[src/common/rxb_pkg.sv]
package rxb_pkg;
	// register map, byte addresses on the plain register port
	localparam logic [7:0] OFF_NET_CTRL  = 8'h00;
	localparam logic [7:0] OFF_NET_CFG   = 8'h04;
	localparam logic [7:0] OFF_RX_QPTR   = 8'h08;
	localparam logic [7:0] OFF_RX_STAT   = 8'h0c;
	localparam logic [7:0] OFF_CNT_FRAME = 8'h10;
	localparam logic [7:0] OFF_CNT_RES   = 8'h14;
	localparam int         NUM_CNT       = 2;
	localparam logic [7:0] OFF_CNT_BASE  = OFF_CNT_FRAME;

	// control and configuration fields
	localparam int NCR_RX_EN    = 2;
	localparam int NCR_STAT_WEN = 7;
	localparam int CFG_OFF_LO   = 14;
	localparam int RSR_RES_ERR  = 1;
	localparam int RSR_LATE     = 2;

	// descriptor layout
	localparam logic [31:0] DESC_BYTES    = 32'h0000_0008;
	localparam logic [31:0] DESC_STAT_OFF = 32'h0000_0004;
	localparam int          D0_WRAP       = 1;
	localparam int          D0_OWN        = 0;
	localparam int          BUF_BYTES     = 128;

	// status word fields
	localparam int ST_RSVD  = 27;
	localparam int ST_VLAN  = 21;
	localparam int ST_EOF   = 15;
	localparam int ST_SOF   = 14;
	localparam int ST_OFF_LO = 12;
	localparam int ST_LEN_W  = 12;

	// bus grant budget: 12 bytes take 960 ns at line rate, less 6 internal cycles
	localparam int CLK_PERIOD_NS = 10;
	localparam int FIFO_TIME_NS  = 960;
	localparam int INT_CYCLES    = 6;
	localparam int GRANT_CYC     = FIFO_TIME_NS / CLK_PERIOD_NS - INT_CYCLES;

	// reset values
	localparam logic [31:0] RST_ZERO = 32'h0000_0000;

	typedef enum logic [6:0] {
		S_IDLE  = 7'b0000001,
		S_FETCH = 7'b0000010,
		S_FILL  = 7'b0000100,
		S_WRD   = 7'b0001000,
		S_STAT  = 7'b0010000,
		S_OWN   = 7'b0100000,
		S_DROP  = 7'b1000000
	} rxb_state_t;
endpackage : rxb_pkg

[src/rtl/rxb_rx_manager.sv]
// The address map and the plain strobed port are this design's own decisions.
`timescale 1ns/1ps
module rxb_rx_manager import rxb_pkg::*; #(
	parameter int CNT_W = 16
) (
	// clock and reset
	input  wire logic        clk,
	input  wire logic        rst_n,
	input  wire logic        clk_en,
	// register port
	input  wire logic [7:0]  reg_addr,
	input  wire logic [31:0] reg_wdata,
	input  wire logic        reg_wr,
	input  wire logic        reg_rd,
	output logic      [31:0] reg_rdata_q,
	// receive byte stream from the mac
	input  wire logic        rx_valid,
	input  wire logic [7:0]  rx_data,
	input  wire logic        rx_last,
	input  wire logic [15:0] rx_match,
	output logic             rx_ready_q,
	// system memory master
	output logic             mem_req_q,
	output logic             mem_we_q,
	output logic      [31:0] mem_addr_q,
	output logic      [31:0] mem_wdata_q,
	output logic      [3:0]  mem_be_q,
	input  wire logic        mem_ack,
	input  wire logic [31:0] mem_rdata
);
	rxb_state_t          state_q;
	logic                rx_en_q;
	logic                stat_wen_q;
	logic [1:0]          cfg_off_q;
	logic [31:2]         qbase_q;
	logic [31:0]         desc_q;
	logic [31:2]         buf_q;
	logic                wrap_q;
	logic [6:0]          bptr_q;
	logic                first_q;
	logic                last_q;
	logic                full_q;
	logic [31:0]         wbuf_q;
	logic [3:0]          be_q;
	logic [ST_LEN_W-1:0] len_q;
	logic [15:0]         match_q;
	logic                res_err_q;
	logic                late_q;
	logic                res_pulse_q;
	logic                frame_pulse_q;
	logic [6:0]          wait_q;
	logic [31:0]         wmerge;
	logic [3:0]          be_n;
	logic [31:0]         next_desc;
	logic [31:0]         stat_word;
	logic                take;
	logic                wr_ctrl;
	logic                wr_qptr;
	logic [CNT_W-1:0]    cnt_val [NUM_CNT];
	logic [NUM_CNT-1:0]  cnt_inc;

	assign take    = rx_ready_q && rx_valid;
	assign wr_ctrl = reg_wr && (reg_addr == OFF_NET_CTRL);
	assign wr_qptr = reg_wr && (reg_addr == OFF_RX_QPTR);
	assign next_desc = wrap_q ? {qbase_q, 2'b00} : desc_q + DESC_BYTES;
	assign cnt_inc = {res_pulse_q, frame_pulse_q};

	always_comb begin
		wmerge = wbuf_q;
		wmerge[8*bptr_q[1:0] +: 8] = rx_data;
		be_n = be_q | (4'h1 << bptr_q[1:0]);
	end

	rxb_status_word u_status (
		.match_hi (match_q),
		.eof      (last_q),
		.sof      (first_q),
		.offset   (first_q ? cfg_off_q : 2'b00),
		.length   (len_q),
		.word     (stat_word)
	);

	// control and configuration registers
	always_ff @(posedge clk or negedge rst_n) begin
		if (!rst_n) begin
			rx_en_q    <= 1'b0;
			stat_wen_q <= 1'b0;
			cfg_off_q  <= 2'b00;
			qbase_q    <= RST_ZERO[31:2];
		end else if (clk_en) begin
			if (wr_ctrl) begin
				rx_en_q    <= reg_wdata[NCR_RX_EN];
				stat_wen_q <= reg_wdata[NCR_STAT_WEN];
			end
			if (reg_wr && reg_addr == OFF_NET_CFG) begin
				cfg_off_q <= reg_wdata[CFG_OFF_LO +: 2];
			end
			if (wr_qptr) begin
				qbase_q <= reg_wdata[31:2];
			end
		end
	end

	// sticky status flags, write one to clear; a new event beats the clear
	always_ff @(posedge clk or negedge rst_n) begin
		if (!rst_n) begin
			res_err_q <= 1'b0;
			late_q    <= 1'b0;
		end else if (clk_en) begin
			if (reg_wr && reg_addr == OFF_RX_STAT) begin
				if (reg_wdata[RSR_RES_ERR]) begin
					res_err_q <= 1'b0;
				end
				if (reg_wdata[RSR_LATE]) begin
					late_q <= 1'b0;
				end
			end
			if (res_pulse_q) begin
				res_err_q <= 1'b1;
			end
			if (mem_req_q && !mem_ack && wait_q == 7'(GRANT_CYC)) begin
				late_q <= 1'b1;
			end
		end
	end

	// grant latency watch: the receive fifo overruns if the bus waits too long
	always_ff @(posedge clk or negedge rst_n) begin
		if (!rst_n) begin
			wait_q <= 7'h00;
		end else if (clk_en) begin
			if (!mem_req_q || mem_ack) begin
				wait_q <= 7'h00;
			end else if (wait_q != 7'h7f) begin
				wait_q <= wait_q + 7'h01;
			end
		end
	end

	// descriptor walk and buffer filling
	always_ff @(posedge clk or negedge rst_n) begin
		if (!rst_n) begin
			state_q       <= S_IDLE;
			desc_q        <= RST_ZERO;
			buf_q         <= RST_ZERO[31:2];
			wrap_q        <= 1'b0;
			bptr_q        <= 7'h00;
			first_q       <= 1'b0;
			last_q        <= 1'b0;
			full_q        <= 1'b0;
			wbuf_q        <= RST_ZERO;
			be_q          <= 4'h0;
			len_q         <= '0;
			match_q       <= 16'h0000;
			rx_ready_q    <= 1'b0;
			mem_req_q     <= 1'b0;
			mem_we_q      <= 1'b0;
			mem_addr_q    <= RST_ZERO;
			mem_wdata_q   <= RST_ZERO;
			mem_be_q      <= 4'h0;
			res_pulse_q   <= 1'b0;
			frame_pulse_q <= 1'b0;
		end else if (clk_en) begin
			res_pulse_q   <= 1'b0;
			frame_pulse_q <= 1'b0;
			unique case (state_q)
				S_IDLE: begin
					if (wr_qptr) begin
						desc_q <= {reg_wdata[31:2], 2'b00};
					end else if (rx_en_q && rx_valid) begin
						first_q    <= 1'b1;
						last_q     <= 1'b0;
						len_q      <= '0;
						mem_req_q  <= 1'b1;
						mem_we_q   <= 1'b0;
						mem_addr_q <= desc_q;
						mem_be_q   <= 4'hf;
						state_q    <= S_FETCH;
					end
				end
				S_FETCH: begin
					if (mem_ack) begin
						mem_req_q  <= 1'b0;
						rx_ready_q <= 1'b1;
						if (mem_rdata[D0_OWN]) begin
							res_pulse_q <= 1'b1;
							state_q     <= S_DROP;
						end else begin
							buf_q   <= mem_rdata[31:2];
							wrap_q  <= mem_rdata[D0_WRAP];
							bptr_q  <= first_q ? {5'h00, cfg_off_q} : 7'h00;
							be_q    <= 4'h0;
							full_q  <= 1'b0;
							state_q <= S_FILL;
						end
					end
				end
				S_FILL: begin
					if (take) begin
						rx_ready_q <= 1'b0;
						wbuf_q     <= wmerge;
						be_q       <= be_n;
						len_q      <= len_q + 1'b1;
						if (bptr_q[1:0] == 2'b11 || rx_last || bptr_q == 7'(BUF_BYTES - 1)) begin
							last_q      <= rx_last;
							full_q      <= (bptr_q == 7'(BUF_BYTES - 1));
							match_q     <= rx_match;
							mem_req_q   <= 1'b1;
							mem_we_q    <= 1'b1;
							mem_addr_q  <= {buf_q, 2'b00} + {25'h0, bptr_q[6:2], 2'b00};
							mem_wdata_q <= wmerge;
							mem_be_q    <= be_n;
							state_q     <= S_WRD;
						end else begin
							bptr_q <= bptr_q + 7'h01;
						end
					end else begin
						rx_ready_q <= 1'b1;
					end
				end
				S_WRD: begin
					if (mem_ack) begin
						bptr_q <= bptr_q + 7'h01;
						be_q   <= 4'h0;
						wbuf_q <= RST_ZERO;
						if (last_q || full_q) begin
							mem_addr_q  <= desc_q + DESC_STAT_OFF;
							mem_wdata_q <= stat_word;
							mem_be_q    <= 4'hf;
							state_q     <= S_STAT;
						end else begin
							mem_req_q  <= 1'b0;
							rx_ready_q <= 1'b1;
							state_q    <= S_FILL;
						end
					end
				end
				S_STAT: begin
					if (mem_ack) begin
						// ownership goes last so software never sees a stale status
						mem_addr_q  <= desc_q;
						mem_wdata_q <= {buf_q, wrap_q, 1'b1};
						state_q     <= S_OWN;
					end
				end
				S_OWN: begin
					if (mem_ack) begin
						desc_q  <= next_desc;
						first_q <= 1'b0;
						if (last_q) begin
							mem_req_q     <= 1'b0;
							frame_pulse_q <= 1'b1;
							state_q       <= S_IDLE;
						end else begin
							mem_we_q   <= 1'b0;
							mem_addr_q <= next_desc;
							state_q    <= S_FETCH;
						end
					end
				end
				S_DROP: begin
					// same one-byte-per-two-cycles pace as filling, bytes are discarded
					rx_ready_q <= !take;
					if (take && rx_last) begin
						state_q <= S_IDLE;
					end
				end
			endcase
		end
	end

	genvar gi;
	generate
		for (gi = 0; gi < NUM_CNT; gi++) begin : g_cnt
			rxb_stat_ctr #(
				.WIDTH (CNT_W)
			) u_cnt (
				.clk      (clk),
				.rst_n    (rst_n),
				.clk_en   (clk_en),
				.inc      (cnt_inc[gi]),
				.count_en (rx_en_q),
				.rd       (reg_rd && reg_addr == OFF_CNT_BASE + 8'(4 * gi)),
				.wr       (reg_wr && reg_addr == OFF_CNT_BASE + 8'(4 * gi)),
				.wr_en    (stat_wen_q),
				.wdata    (reg_wdata[CNT_W-1:0]),
				.value    (cnt_val[gi])
			);
		end
	endgenerate

	// read data stands in the cycle after the strobe only
	always_ff @(posedge clk or negedge rst_n) begin
		if (!rst_n) begin
			reg_rdata_q <= RST_ZERO;
		end else if (clk_en) begin
			reg_rdata_q <= RST_ZERO;
			if (reg_rd) begin
				unique case (reg_addr)
					OFF_NET_CTRL: begin
						reg_rdata_q[NCR_RX_EN]    <= rx_en_q;
						reg_rdata_q[NCR_STAT_WEN] <= stat_wen_q;
					end
					OFF_NET_CFG:   reg_rdata_q[CFG_OFF_LO +: 2] <= cfg_off_q;
					OFF_RX_QPTR:   reg_rdata_q <= desc_q;
					OFF_RX_STAT: begin
						reg_rdata_q[0]           <= !state_q[0];
						reg_rdata_q[RSR_RES_ERR] <= res_err_q;
						reg_rdata_q[RSR_LATE]    <= late_q;
					end
					OFF_CNT_FRAME: reg_rdata_q[CNT_W-1:0] <= cnt_val[0];
					OFF_CNT_RES:   reg_rdata_q[CNT_W-1:0] <= cnt_val[1];
					default:       reg_rdata_q <= RST_ZERO;
				endcase
			end
		end
	end
endmodule : rxb_rx_manager

[src/rtl/rxb_stat_ctr.sv]
`timescale 1ns/1ps
module rxb_stat_ctr import rxb_pkg::*; #(
	parameter int WIDTH = 16
) (
	// clock and reset
	input  wire logic             clk,
	input  wire logic             rst_n,
	input  wire logic             clk_en,
	// counting
	input  wire logic             inc,
	input  wire logic             count_en,
	// software access
	input  wire logic             rd,
	input  wire logic             wr,
	input  wire logic             wr_en,
	input  wire logic [WIDTH-1:0] wdata,
	output logic      [WIDTH-1:0] value
);
	logic [WIDTH-1:0] cnt_q;
	logic             bump;

	assign value = cnt_q;
	assign bump  = inc && count_en;

	always_ff @(posedge clk or negedge rst_n) begin
		if (!rst_n) begin
			cnt_q <= '0;
		end else if (clk_en) begin
			if (wr && wr_en) begin
				cnt_q <= wdata;
			end else if (rd) begin
				// an event in the read cycle survives as the new first count
				cnt_q <= bump ? WIDTH'(1) : '0;
			end else if (bump && !(&cnt_q)) begin
				cnt_q <= cnt_q + WIDTH'(1);
			end
		end
	end
endmodule : rxb_stat_ctr

[src/rtl/rxb_status_word.sv]
`timescale 1ns/1ps
module rxb_status_word import rxb_pkg::*; (
	// frame information
	input  wire logic [15:0]         match_hi,
	input  wire logic                eof,
	input  wire logic                sof,
	input  wire logic [1:0]          offset,
	input  wire logic [ST_LEN_W-1:0] length,
	// descriptor word 1
	output logic      [31:0]         word
);
	always_comb begin
		word = '0;
		word[ST_SOF] = sof;
		word[ST_OFF_LO +: 2] = offset;
		if (eof) begin
			word[31:16] = match_hi;
			word[ST_RSVD] = 1'b0;
			if (!match_hi[ST_VLAN-16]) begin
				word[19:16] = 4'h0;
			end
			word[ST_EOF] = 1'b1;
			word[ST_LEN_W-1:0] = length;
		end
	end
endmodule : rxb_status_word

[config.mk]
export PLATFORM = sky130hd
export DESIGN_NAME = rxb_rx_manager
export DESIGN_NICKNAME = d
export VERILOG_FILES = /design/src/common/rxb_pkg.sv /design/src/rtl/rxb_rx_manager.sv /design/src/rtl/rxb_stat_ctr.sv /design/src/rtl/rxb_status_word.sv
export SDC_FILE = /design/constraint.sdc
export NUM_CORES = 1
export LEC_CHECK = 0
export BUFFER_PORTS_ARGS = -buffer_cell sky130_fd_sc_hd__clkbuf_2
export CAP_MARGIN = 0
export CORE_UTILIZATION = 28
export DETAILED_ROUTE_END_ITERATION = 8
export PLACE_DENSITY = 0.43
export SLEW_MARGIN = 10
export SYNTH_ARGS = -nofsm -noshare
export SYNTH_HDL_FRONTEND = slang
export SYNTH_SLANG_ARGS = --single-unit
export TNS_END_PERCENT = 50
[constraint.sdc]
create_clock -name clk -period 5.1 [get_ports clk]
set_input_delay 0.765 -clock clk [delete_from_list [all_inputs] [get_ports clk]]
set_output_delay 0.765 -clock clk [all_outputs]
set_load 0.02 [all_outputs]
==> flow_metrics.env, run 1 <==
export IMPL_status="finished clean"
export IMPL_period_share_pct=66.28
export IMPL_synth_seq_cells=323
export IMPL_cts_buffer_depth=3
export IMPL_dr_pass1_iters=7
export IMPL_drc=0
export IMPL_ys_warn_count=0
export IMPL_grt_pass1_wl_um=105600
export IMPL_fp_row_count=93
export IMPL_avgSynthCellArea_um2=9.133
export IMPL_crit_chain="or4_4, nor3_4, nand2_1, o2111ai_4, buf_4, mux2_2"
export IMPL_fill_cells=6696
export IMPL_globalRouteTotalUtil_pct=20.69
export IMPL_cts_resized=0
export IMPL_hold_viol=0
export IMPL_die_width_um=257.8
export IMPL_postCtsSetupRepairBufs=0
export IMPL_nNetsFinal=2267
export IMPL_worstPathArrival_ns=3.81
export IMPL_postLayoutCellArea_um2=21600
export IMPL_area_growth_synth_to_final_pct=17.87
export IMPL_end_kind="register"
export IMPL_vias=16450
export IMPL_wire_per_inst_um=22.87
export IMPL_max_slew_margin_rel_pct=20.78
export IMPL_dp_hpwl_um=49900
export IMPL_critPathMaxFanout=53
export IMPL_cap_violations=0
export IMPL_startpoint_type="register"
export IMPL_setup_viol=0
export IMPL_top_layer_used="met5"
export IMPL_ys_flop_type="dfrtp_1"
export IMPL_via_per_inst=5.431
export IMPL_cts_num_sinks=323
export IMPL_coreArea_um2=64580
export IMPL_ir_worst_vdd_mv=0.2690
export IMPL_cellPowerDensity_nw_per_um2=492.6
export IMPL_rr_endpoint="wbuf_q[0]"
export IMPL_fmax_mhz=295.8
export IMPL_path_delay_family="simple AND/OR/NAND/NOR gates"
export IMPL_cpPeakStageDelay_ns=0.76
export IMPL_place_area_um2=20190
export IMPL_met1_length_um=31810
export IMPL_grt_max_degree=95
export IMPL_synth_edf_count=0
export IMPL_power_mw=10.64
export IMPL_r2r_start="state_q[3]"
export IMPL_ff2ff_path_depth=6
export IMPL_io_pins=207
export IMPL_final_layout_size_suffix_gt1_share_pct=20.16
export IMPL_finalMaxSlewViolations=0
export IMPL_route_met2_wl_um=31920
export IMPL_yosys_area_top_type="dfrtp_1"
export IMPL_wl_met3_um=3864
export IMPL_antenna_found_initial=2
export IMPL_setup_tns_final_ns=0
export IMPL_synth_async_reset_ratio_pct=100.0
export IMPL_worstPathRequired_ns=5.53
export IMPL_cp_slowest_cell="nor3_4"
export IMPL_crit_cells=6
export IMPL_grt_pass1_vias=16210
export IMPL_postSynthCellCount=2006
export IMPL_cts_buffers=42
export IMPL_leakage_nw=9.128
export IMPL_cts_tree="built"
export IMPL_synth_most_common_cell="dfrtp_1"
export IMPL_syn_cell_area_um2=18320
export IMPL_die_area_um2=66460
export IMPL_insertedDiodeCount=0
export IMPL_place_gp_congestion=0.8595
export IMPL_rsz0062_at_grt="no"
export IMPL_crit_buf_inv=1
export IMPL_htreeDepth=2
export IMPL_ctsHoldBuffers=0
export IMPL_r2r_slack_ns=1.72
export IMPL_grt_overflow=0
export IMPL_cts_clk_slew_worst_paths_ns=0.06
export IMPL_utilization_pct=33.44
export IMPL_ant_nets=0
export IMPL_drt_total_wl_um=69260
export IMPL_synth_area_leaders="dfrtp_1 (44%), mux2_2 (5.3%), nor2_1 (4.2%)"
export IMPL_numPortBuffers=205
export IMPL_tightest_slew_ns=1.188
export IMPL_initial_core_util_pct=28.37
export IMPL_layout_min_cycle_time_ns=3.380
export IMPL_seq_area_frac_synth_pct=44.12
export IMPL_die_h_um=257.8
export IMPL_ys_top_cells_by_count="dfrtp_1 (322), nor2_1 (206), nand2_1 (171), a21oi_1 (149), o21ai_0 (142)"
export IMPL_yosysTopAreaCellShare_pct=43.98
export IMPL_critPathKind="register to register"
export IMPL_yosysUniqueCellTypes=88
export IMPL_drtIter0Drc=1226
export IMPL_synth_nets=2131
export IMPL_cts_root_buf="clkbuf_16"
export IMPL_hold_path_class="input port to async pin"
export IMPL_skew_ns=0.03119
export IMPL_insertion_delay_ns=0.57
-- kinds of logic after synthesis --
kind of cell             after synthesis  share of synthesized area (%)
AND/OR/NAND/NOR                      714                          19.51
AO/OA/AOI/OAI                        597                          21.34
flip-flops                           323                          44.12
buffers and inverters                185                          4.200
multiplexers                         120                          7.150
XOR/XNOR                              46                          2.199
adder cells (fa/ha/maj)               21                          1.475
-- area by class of cell --
cell class              instances  area, um2  share of cell area, %
clock buffers                  65       1239                  5.736
inverters                      29      108.9                 0.5041
multi-input cells            1498       9527                  44.11
clock inverters                10      158.9                 0.7358
well taps                     855       1070                  4.954
flip-flops and latches        323       8084                  37.43
repair buffers                248       1409                  6.524
-- worst reg2reg max path, stage by stage, from the launching register on --
cell and delay, ns:
dfrtp_1 0.52, or4_4 0.69, nor3_4 0.76, nand2_1 0.20, o2111ai_4 0.18, buf_4 0.52
mux2_2 0.40
-- state kept, by name, indices dropped and copies added (netlist names), 7 cells and up --
signal,cells
bptr_q,7
buf_q,30
desc_q,32
g_cnt.u_cnt.value,32
len_q,12
match_q,15
mem_addr_q,32
mem_wdata_q,32
qbase_q,30
reg_rdata_q,32
state_q,7
wait_q,7
wbuf_q,32
-- cells in the final DEF (no fill, tap or decap), types with 16 or more instances in the layout --
master	synthesis	final
nor3_1	53	51
clkbuf_16	0	43
ha_1	20	20
o21a_1	18	18
nand3_1	55	55
clkbuf_2	3	204
dfrtp_1	322	322
o21ai_0	142	142
nor2_1	206	205
mux2i_1	33	33
a22o_1	33	33
nor4_1	37	36
o31ai_1	34	34
a221oi_1	29	29
mux2_2	87	87
and3_1	26	26
a211oi_1	17	17
a31oi_1	46	46
nand2b_1	16	16
nand4_1	34	34
inv_1	27	27
xnor2_1	23	23
buf_4	3	39
xor2_1	23	23
nor2b_1	28	28
nand2_1	171	170
o2bb2ai_1	18	18
a21oi_1	149	149
-- layer usage --
layer,GRT usage [%],up-vias
li1,-,7715
met1,28.59,8170
met2,32.96,458
met3,4.024,99
met4,5.325,4
met5,0,-
-- worst max-delay path by stage --
stage                            from                 endpoint
after CTS                  state_q[3]                wbuf_q[0]
final                      state_q[3]                wbuf_q[0]
after global routing      reg_addr[1]  g_cnt[0].u_cnt.value[8]
after floorplan           reg_addr[2]           mem_addr_q[11]
after global placement    reg_addr[1]  g_cnt[0].u_cnt.value[9]
after detailed placement  reg_addr[1]  g_cnt[0].u_cnt.value[3]
-- power breakdown --
group / switching (mW) / leakage (nW) / internal, mW
combinational: 2.10 / 4.22 / 1.29
sequential: 0.961 / 4.24 / 3.22
clock: 1.19 / 0.677 / 1.87
-- per-stage QoR --
stage | worst slack (ns) | instances | hold slack [ns]
after floorplan | 2.372 | 2006 | 0.4407
after global placement | 1.246 | 2953 | 0.4527
after detailed placement | 1.225 | 2953 | 0.4580
after CTS | 1.689 | 3028 | 0.2546
after global routing | 1.381 | 3028 | 0.2899
final | 1.720 | 3028 | 0.2055
(Power assumes the default switching activity.)
==> inputs of run 2 (changes only) <==
--- a/config.mk
+++ b/config.mk
@@ -5,11 +5,12 @@
 export SDC_FILE = /design/constraint.sdc
 export NUM_CORES = 1
 export LEC_CHECK = 0
+export ABC_AREA = 1
 export BUFFER_PORTS_ARGS = -buffer_cell sky130_fd_sc_hd__clkbuf_2
 export CAP_MARGIN = 0
 export CORE_UTILIZATION = 28
 export DETAILED_ROUTE_END_ITERATION = 8
-export PLACE_DENSITY = 0.43
+export PLACE_DENSITY = 0.45
 export SLEW_MARGIN = 10
 export SYNTH_ARGS = -nofsm -noshare
 export SYNTH_HDL_FRONTEND = slang
==> constraint.sdc (replaced) <==
create_clock -name clk -period 2.76 [get_ports clk]
set_input_delay 0.414 -clock clk [delete_from_list [all_inputs] [get_ports clk]]
set_output_delay 0.414 -clock clk [all_outputs]
set_load 0.02 [all_outputs]
==> flow_metrics.env, run 2 <==
export IMPL_finalMaxSlewViolations=0
export IMPL_ys_top_cells_by_count="nand2_1 (708), dfrtp_1 (322), nor2_1 (264), inv_1 (256), nand3_1 (206)"
export IMPL_setup_viol=0
export IMPL_area_growth_synth_to_final_pct=19.61
export IMPL_min_to="match_q[13]"
export IMPL_synth_async_reset_ratio_pct=100.0
export IMPL_setup_tns_final_ns=0
export IMPL_cts_clk_slew_worst_paths_ns=0.06
export IMPL_grt_pass1_vias=18650
export IMPL_preCtsSetupSlack_ns=0.2804
export IMPL_yosysUniqueCellTypes=60
export IMPL_io_pins=207
export IMPL_rsz0062_at_grt="no"
export IMPL_drc=0
export IMPL_numPortBuffers=205
export IMPL_critPathMaxFanout=7
export IMPL_ys_warn_count=0
export IMPL_grt_overflow=0
export IMPL_vias=18980
export IMPL_r2r_start="buf_q[2]"
export IMPL_hold_viol=0
export IMPL_cts_buffers=42
export IMPL_crit_chain="ha_1, fa_1, nand3_1, nand3_1, nand2_1, nand2_1, o21ai_0, buf_4, nand3_1, nand3_1, nand2_1"
export IMPL_via_per_inst=5.045
export IMPL_hp_start="rx_match[13]"
export IMPL_nNetsFinal=2981
export IMPL_startpoint_type="register"
export IMPL_fmax_mhz=404.3
export IMPL_end_kind="register"
export IMPL_ir_worst_vdd_mv=0.4269
export IMPL_initial_core_util_pct=28.53
export IMPL_status="finished clean"
export IMPL_yosys_area_top_type="dfrtp_1"
export IMPL_dp_hpwl_um=55980
export IMPL_cellPowerDensity_nw_per_um2=976.6
export IMPL_fp_row_count=95
export IMPL_cts_tree="built"
export IMPL_coreArea_um2=67750
export IMPL_cts_num_sinks=323
export IMPL_postSynthCellCount=2636
export IMPL_die_area_um2=70090
export IMPL_ant_nets=0
export IMPL_die_h_um=264.7
export IMPL_cpPeakStageDelay_ns=0.44
export IMPL_cap_violations=0
export IMPL_hold_path_class="input port to register"
export IMPL_layout_min_cycle_time_ns=2.473
export IMPL_die_width_um=264.7
export IMPL_postCtsSetupRepairBufs=0
export IMPL_insertion_delay_ns=0.57
export IMPL_synth_nets=2761
export IMPL_final_common_cell="nand2_1"
export IMPL_tightest_slew_ns=0.7816
export IMPL_max_slew_margin_rel_pct=47.41
export IMPL_globalRouteTotalUtil_pct=20.86
export IMPL_skew_ns=0.01960
export IMPL_crit_top_cell="nand3_1"
export IMPL_worstPathArrival_ns=2.93
export IMPL_wire_per_inst_um=19.56
export IMPL_layout_common_cells="nand2_1 (708), dfrtp_1 (322), nor2_1 (263)"
export IMPL_insertedDiodeCount=0
export IMPL_grt_pass1_wl_um=112700
export IMPL_seq_area_frac_synth_pct=41.82
export IMPL_avgSynthCellArea_um2=7.333
export IMPL_synth_area_leaders="dfrtp_1 (42%), nand2_1 (14%), nand3_1 (5.3%)"
export IMPL_final_layout_size_suffix_gt1_share_pct=15.82
export IMPL_synth_edf_count=0
export IMPL_dr_pass1_iters=5
export IMPL_yosysTopAreaCellShare_pct=41.69
export IMPL_htreeDepth=2
export IMPL_cp_slowest_cell="fa_1"
export IMPL_rr_endpoint="mem_addr_q[10]"
export IMPL_cts_root_buf="clkbuf_16"
export IMPL_grt_max_degree=67
export IMPL_stdcell_count=3762
export IMPL_place_gp_congestion=0.8996
export IMPL_synth_seq_cells=323
export IMPL_drtIter0Drc=1582
export IMPL_drt_total_wl_um=73600
export IMPL_dp_cells=3684
export IMPL_layout_setup_ws_ns=0.2867
export IMPL_critPathKind="register to register"
export IMPL_worstPathRequired_ns=3.21
export IMPL_period_share_pct=89.61
export IMPL_ys_flop_type="dfrtp_1"
export IMPL_hold_depth=3
export IMPL_ff2ff_path_depth=11
export IMPL_r2r_slack_ns=0.29
export IMPL_antenna_found_initial=0
export IMPL_syn_cell_area_um2=19330
export IMPL_cts_buffer_depth=3
export IMPL_synth_most_common_cell="nand2_1"
export IMPL_leakage_nw=11.18
export IMPL_cts_resized=0
==> run 2: logic make-up after synthesis <==
kind of cell,Yosys count,synth area share (%)
mux,7,0.5049
fa+ha+maj,21,1.398
buf+inv,380,8.408
compound gates,556,17.08
simple gates,1323,29.61
flops,323,41.82
xor+xnor,26,1.178
==> run 2: cell type report <==
cell class                      count  area [um2]
Fill cell                        7320       44630
Inverter                          280        1060
Tap cell                          873        1092
Clock inverter                     12       222.7
Clock buffer                       65        1311
Sequential cell                   323        8084
Timing Repair Buffer              276        1722
Multi-Input combinational cell   1933        9628
==> run 2: how the worst max path moves through the flow <==
stage | to | cells past startpoint | from | slack (ns)
floorplan | mem_wdata_q[16] | 9 | bptr_q[0] | 0.62
global placement | mem_addr_q[14] | 10 | state_q[0] | 0.31
detailed placement | mem_addr_q[14] | 10 | state_q[0] | 0.28
CTS | mem_addr_q[14] | 10 | state_q[0] | 0.27
global route | mem_addr_q[7] | 10 | buf_q[4] | 0.15
finish | mem_addr_q[10] | 11 | buf_q[2] | 0.29
==> run 2: stage by stage <==
step / utilization, % / instance area (um2) / total power [mW] / hold WS, ns
final: 34.12 / 23120 / 22.58 / 0.08110
after detailed placement: 31.84 / 21580 / 16.53 / 0.4178
after CTS: 34.12 / 23120 / 22.77 / 0.05066
after global placement: 31.84 / 21580 / 16.45 / 0.4129
after global routing: 34.12 / 23120 / 24.12 / 0.06027
after floorplan: - / 19330 / 12.98 / 0.1184
==> run 2: what timing repair did <==
action,4_1_cts,5_1_grt
endpoints found under the setup margin,0,0
endpoints found under the hold margin,51,0
hold buffers,1,0
==> run 2: critical path, delay by kind of cell (launching register included) <==
kind	cells	cell delay (ns)
AND/OR/NAND/NOR	7	0.79
adder cells (fa/ha/maj)	2	0.71
AO/OA/AOI/OAI	1	0.26
buffers and inverters	1	0.18
flip-flops	1	0.42
==> run 2: per-layer routing <==
metal / GRT usage (%) / part of all wire, %
met4: 4.937 / 2.2
met2: 34.37 / 47
met1: 29.00 / 46
met5: 0 / 0
met3: 2.582 / 4.4
==> run 2: where the power goes <==
part / switching [mW] / internal (mW) / total, mW
clock network: 2.26 / 3.83 / 6.09
logic: 6.31 / 2.86 / 9.16
registers: 1.31 / 6.02 / 7.33
total: 9.87 / 12.7 / 22.6
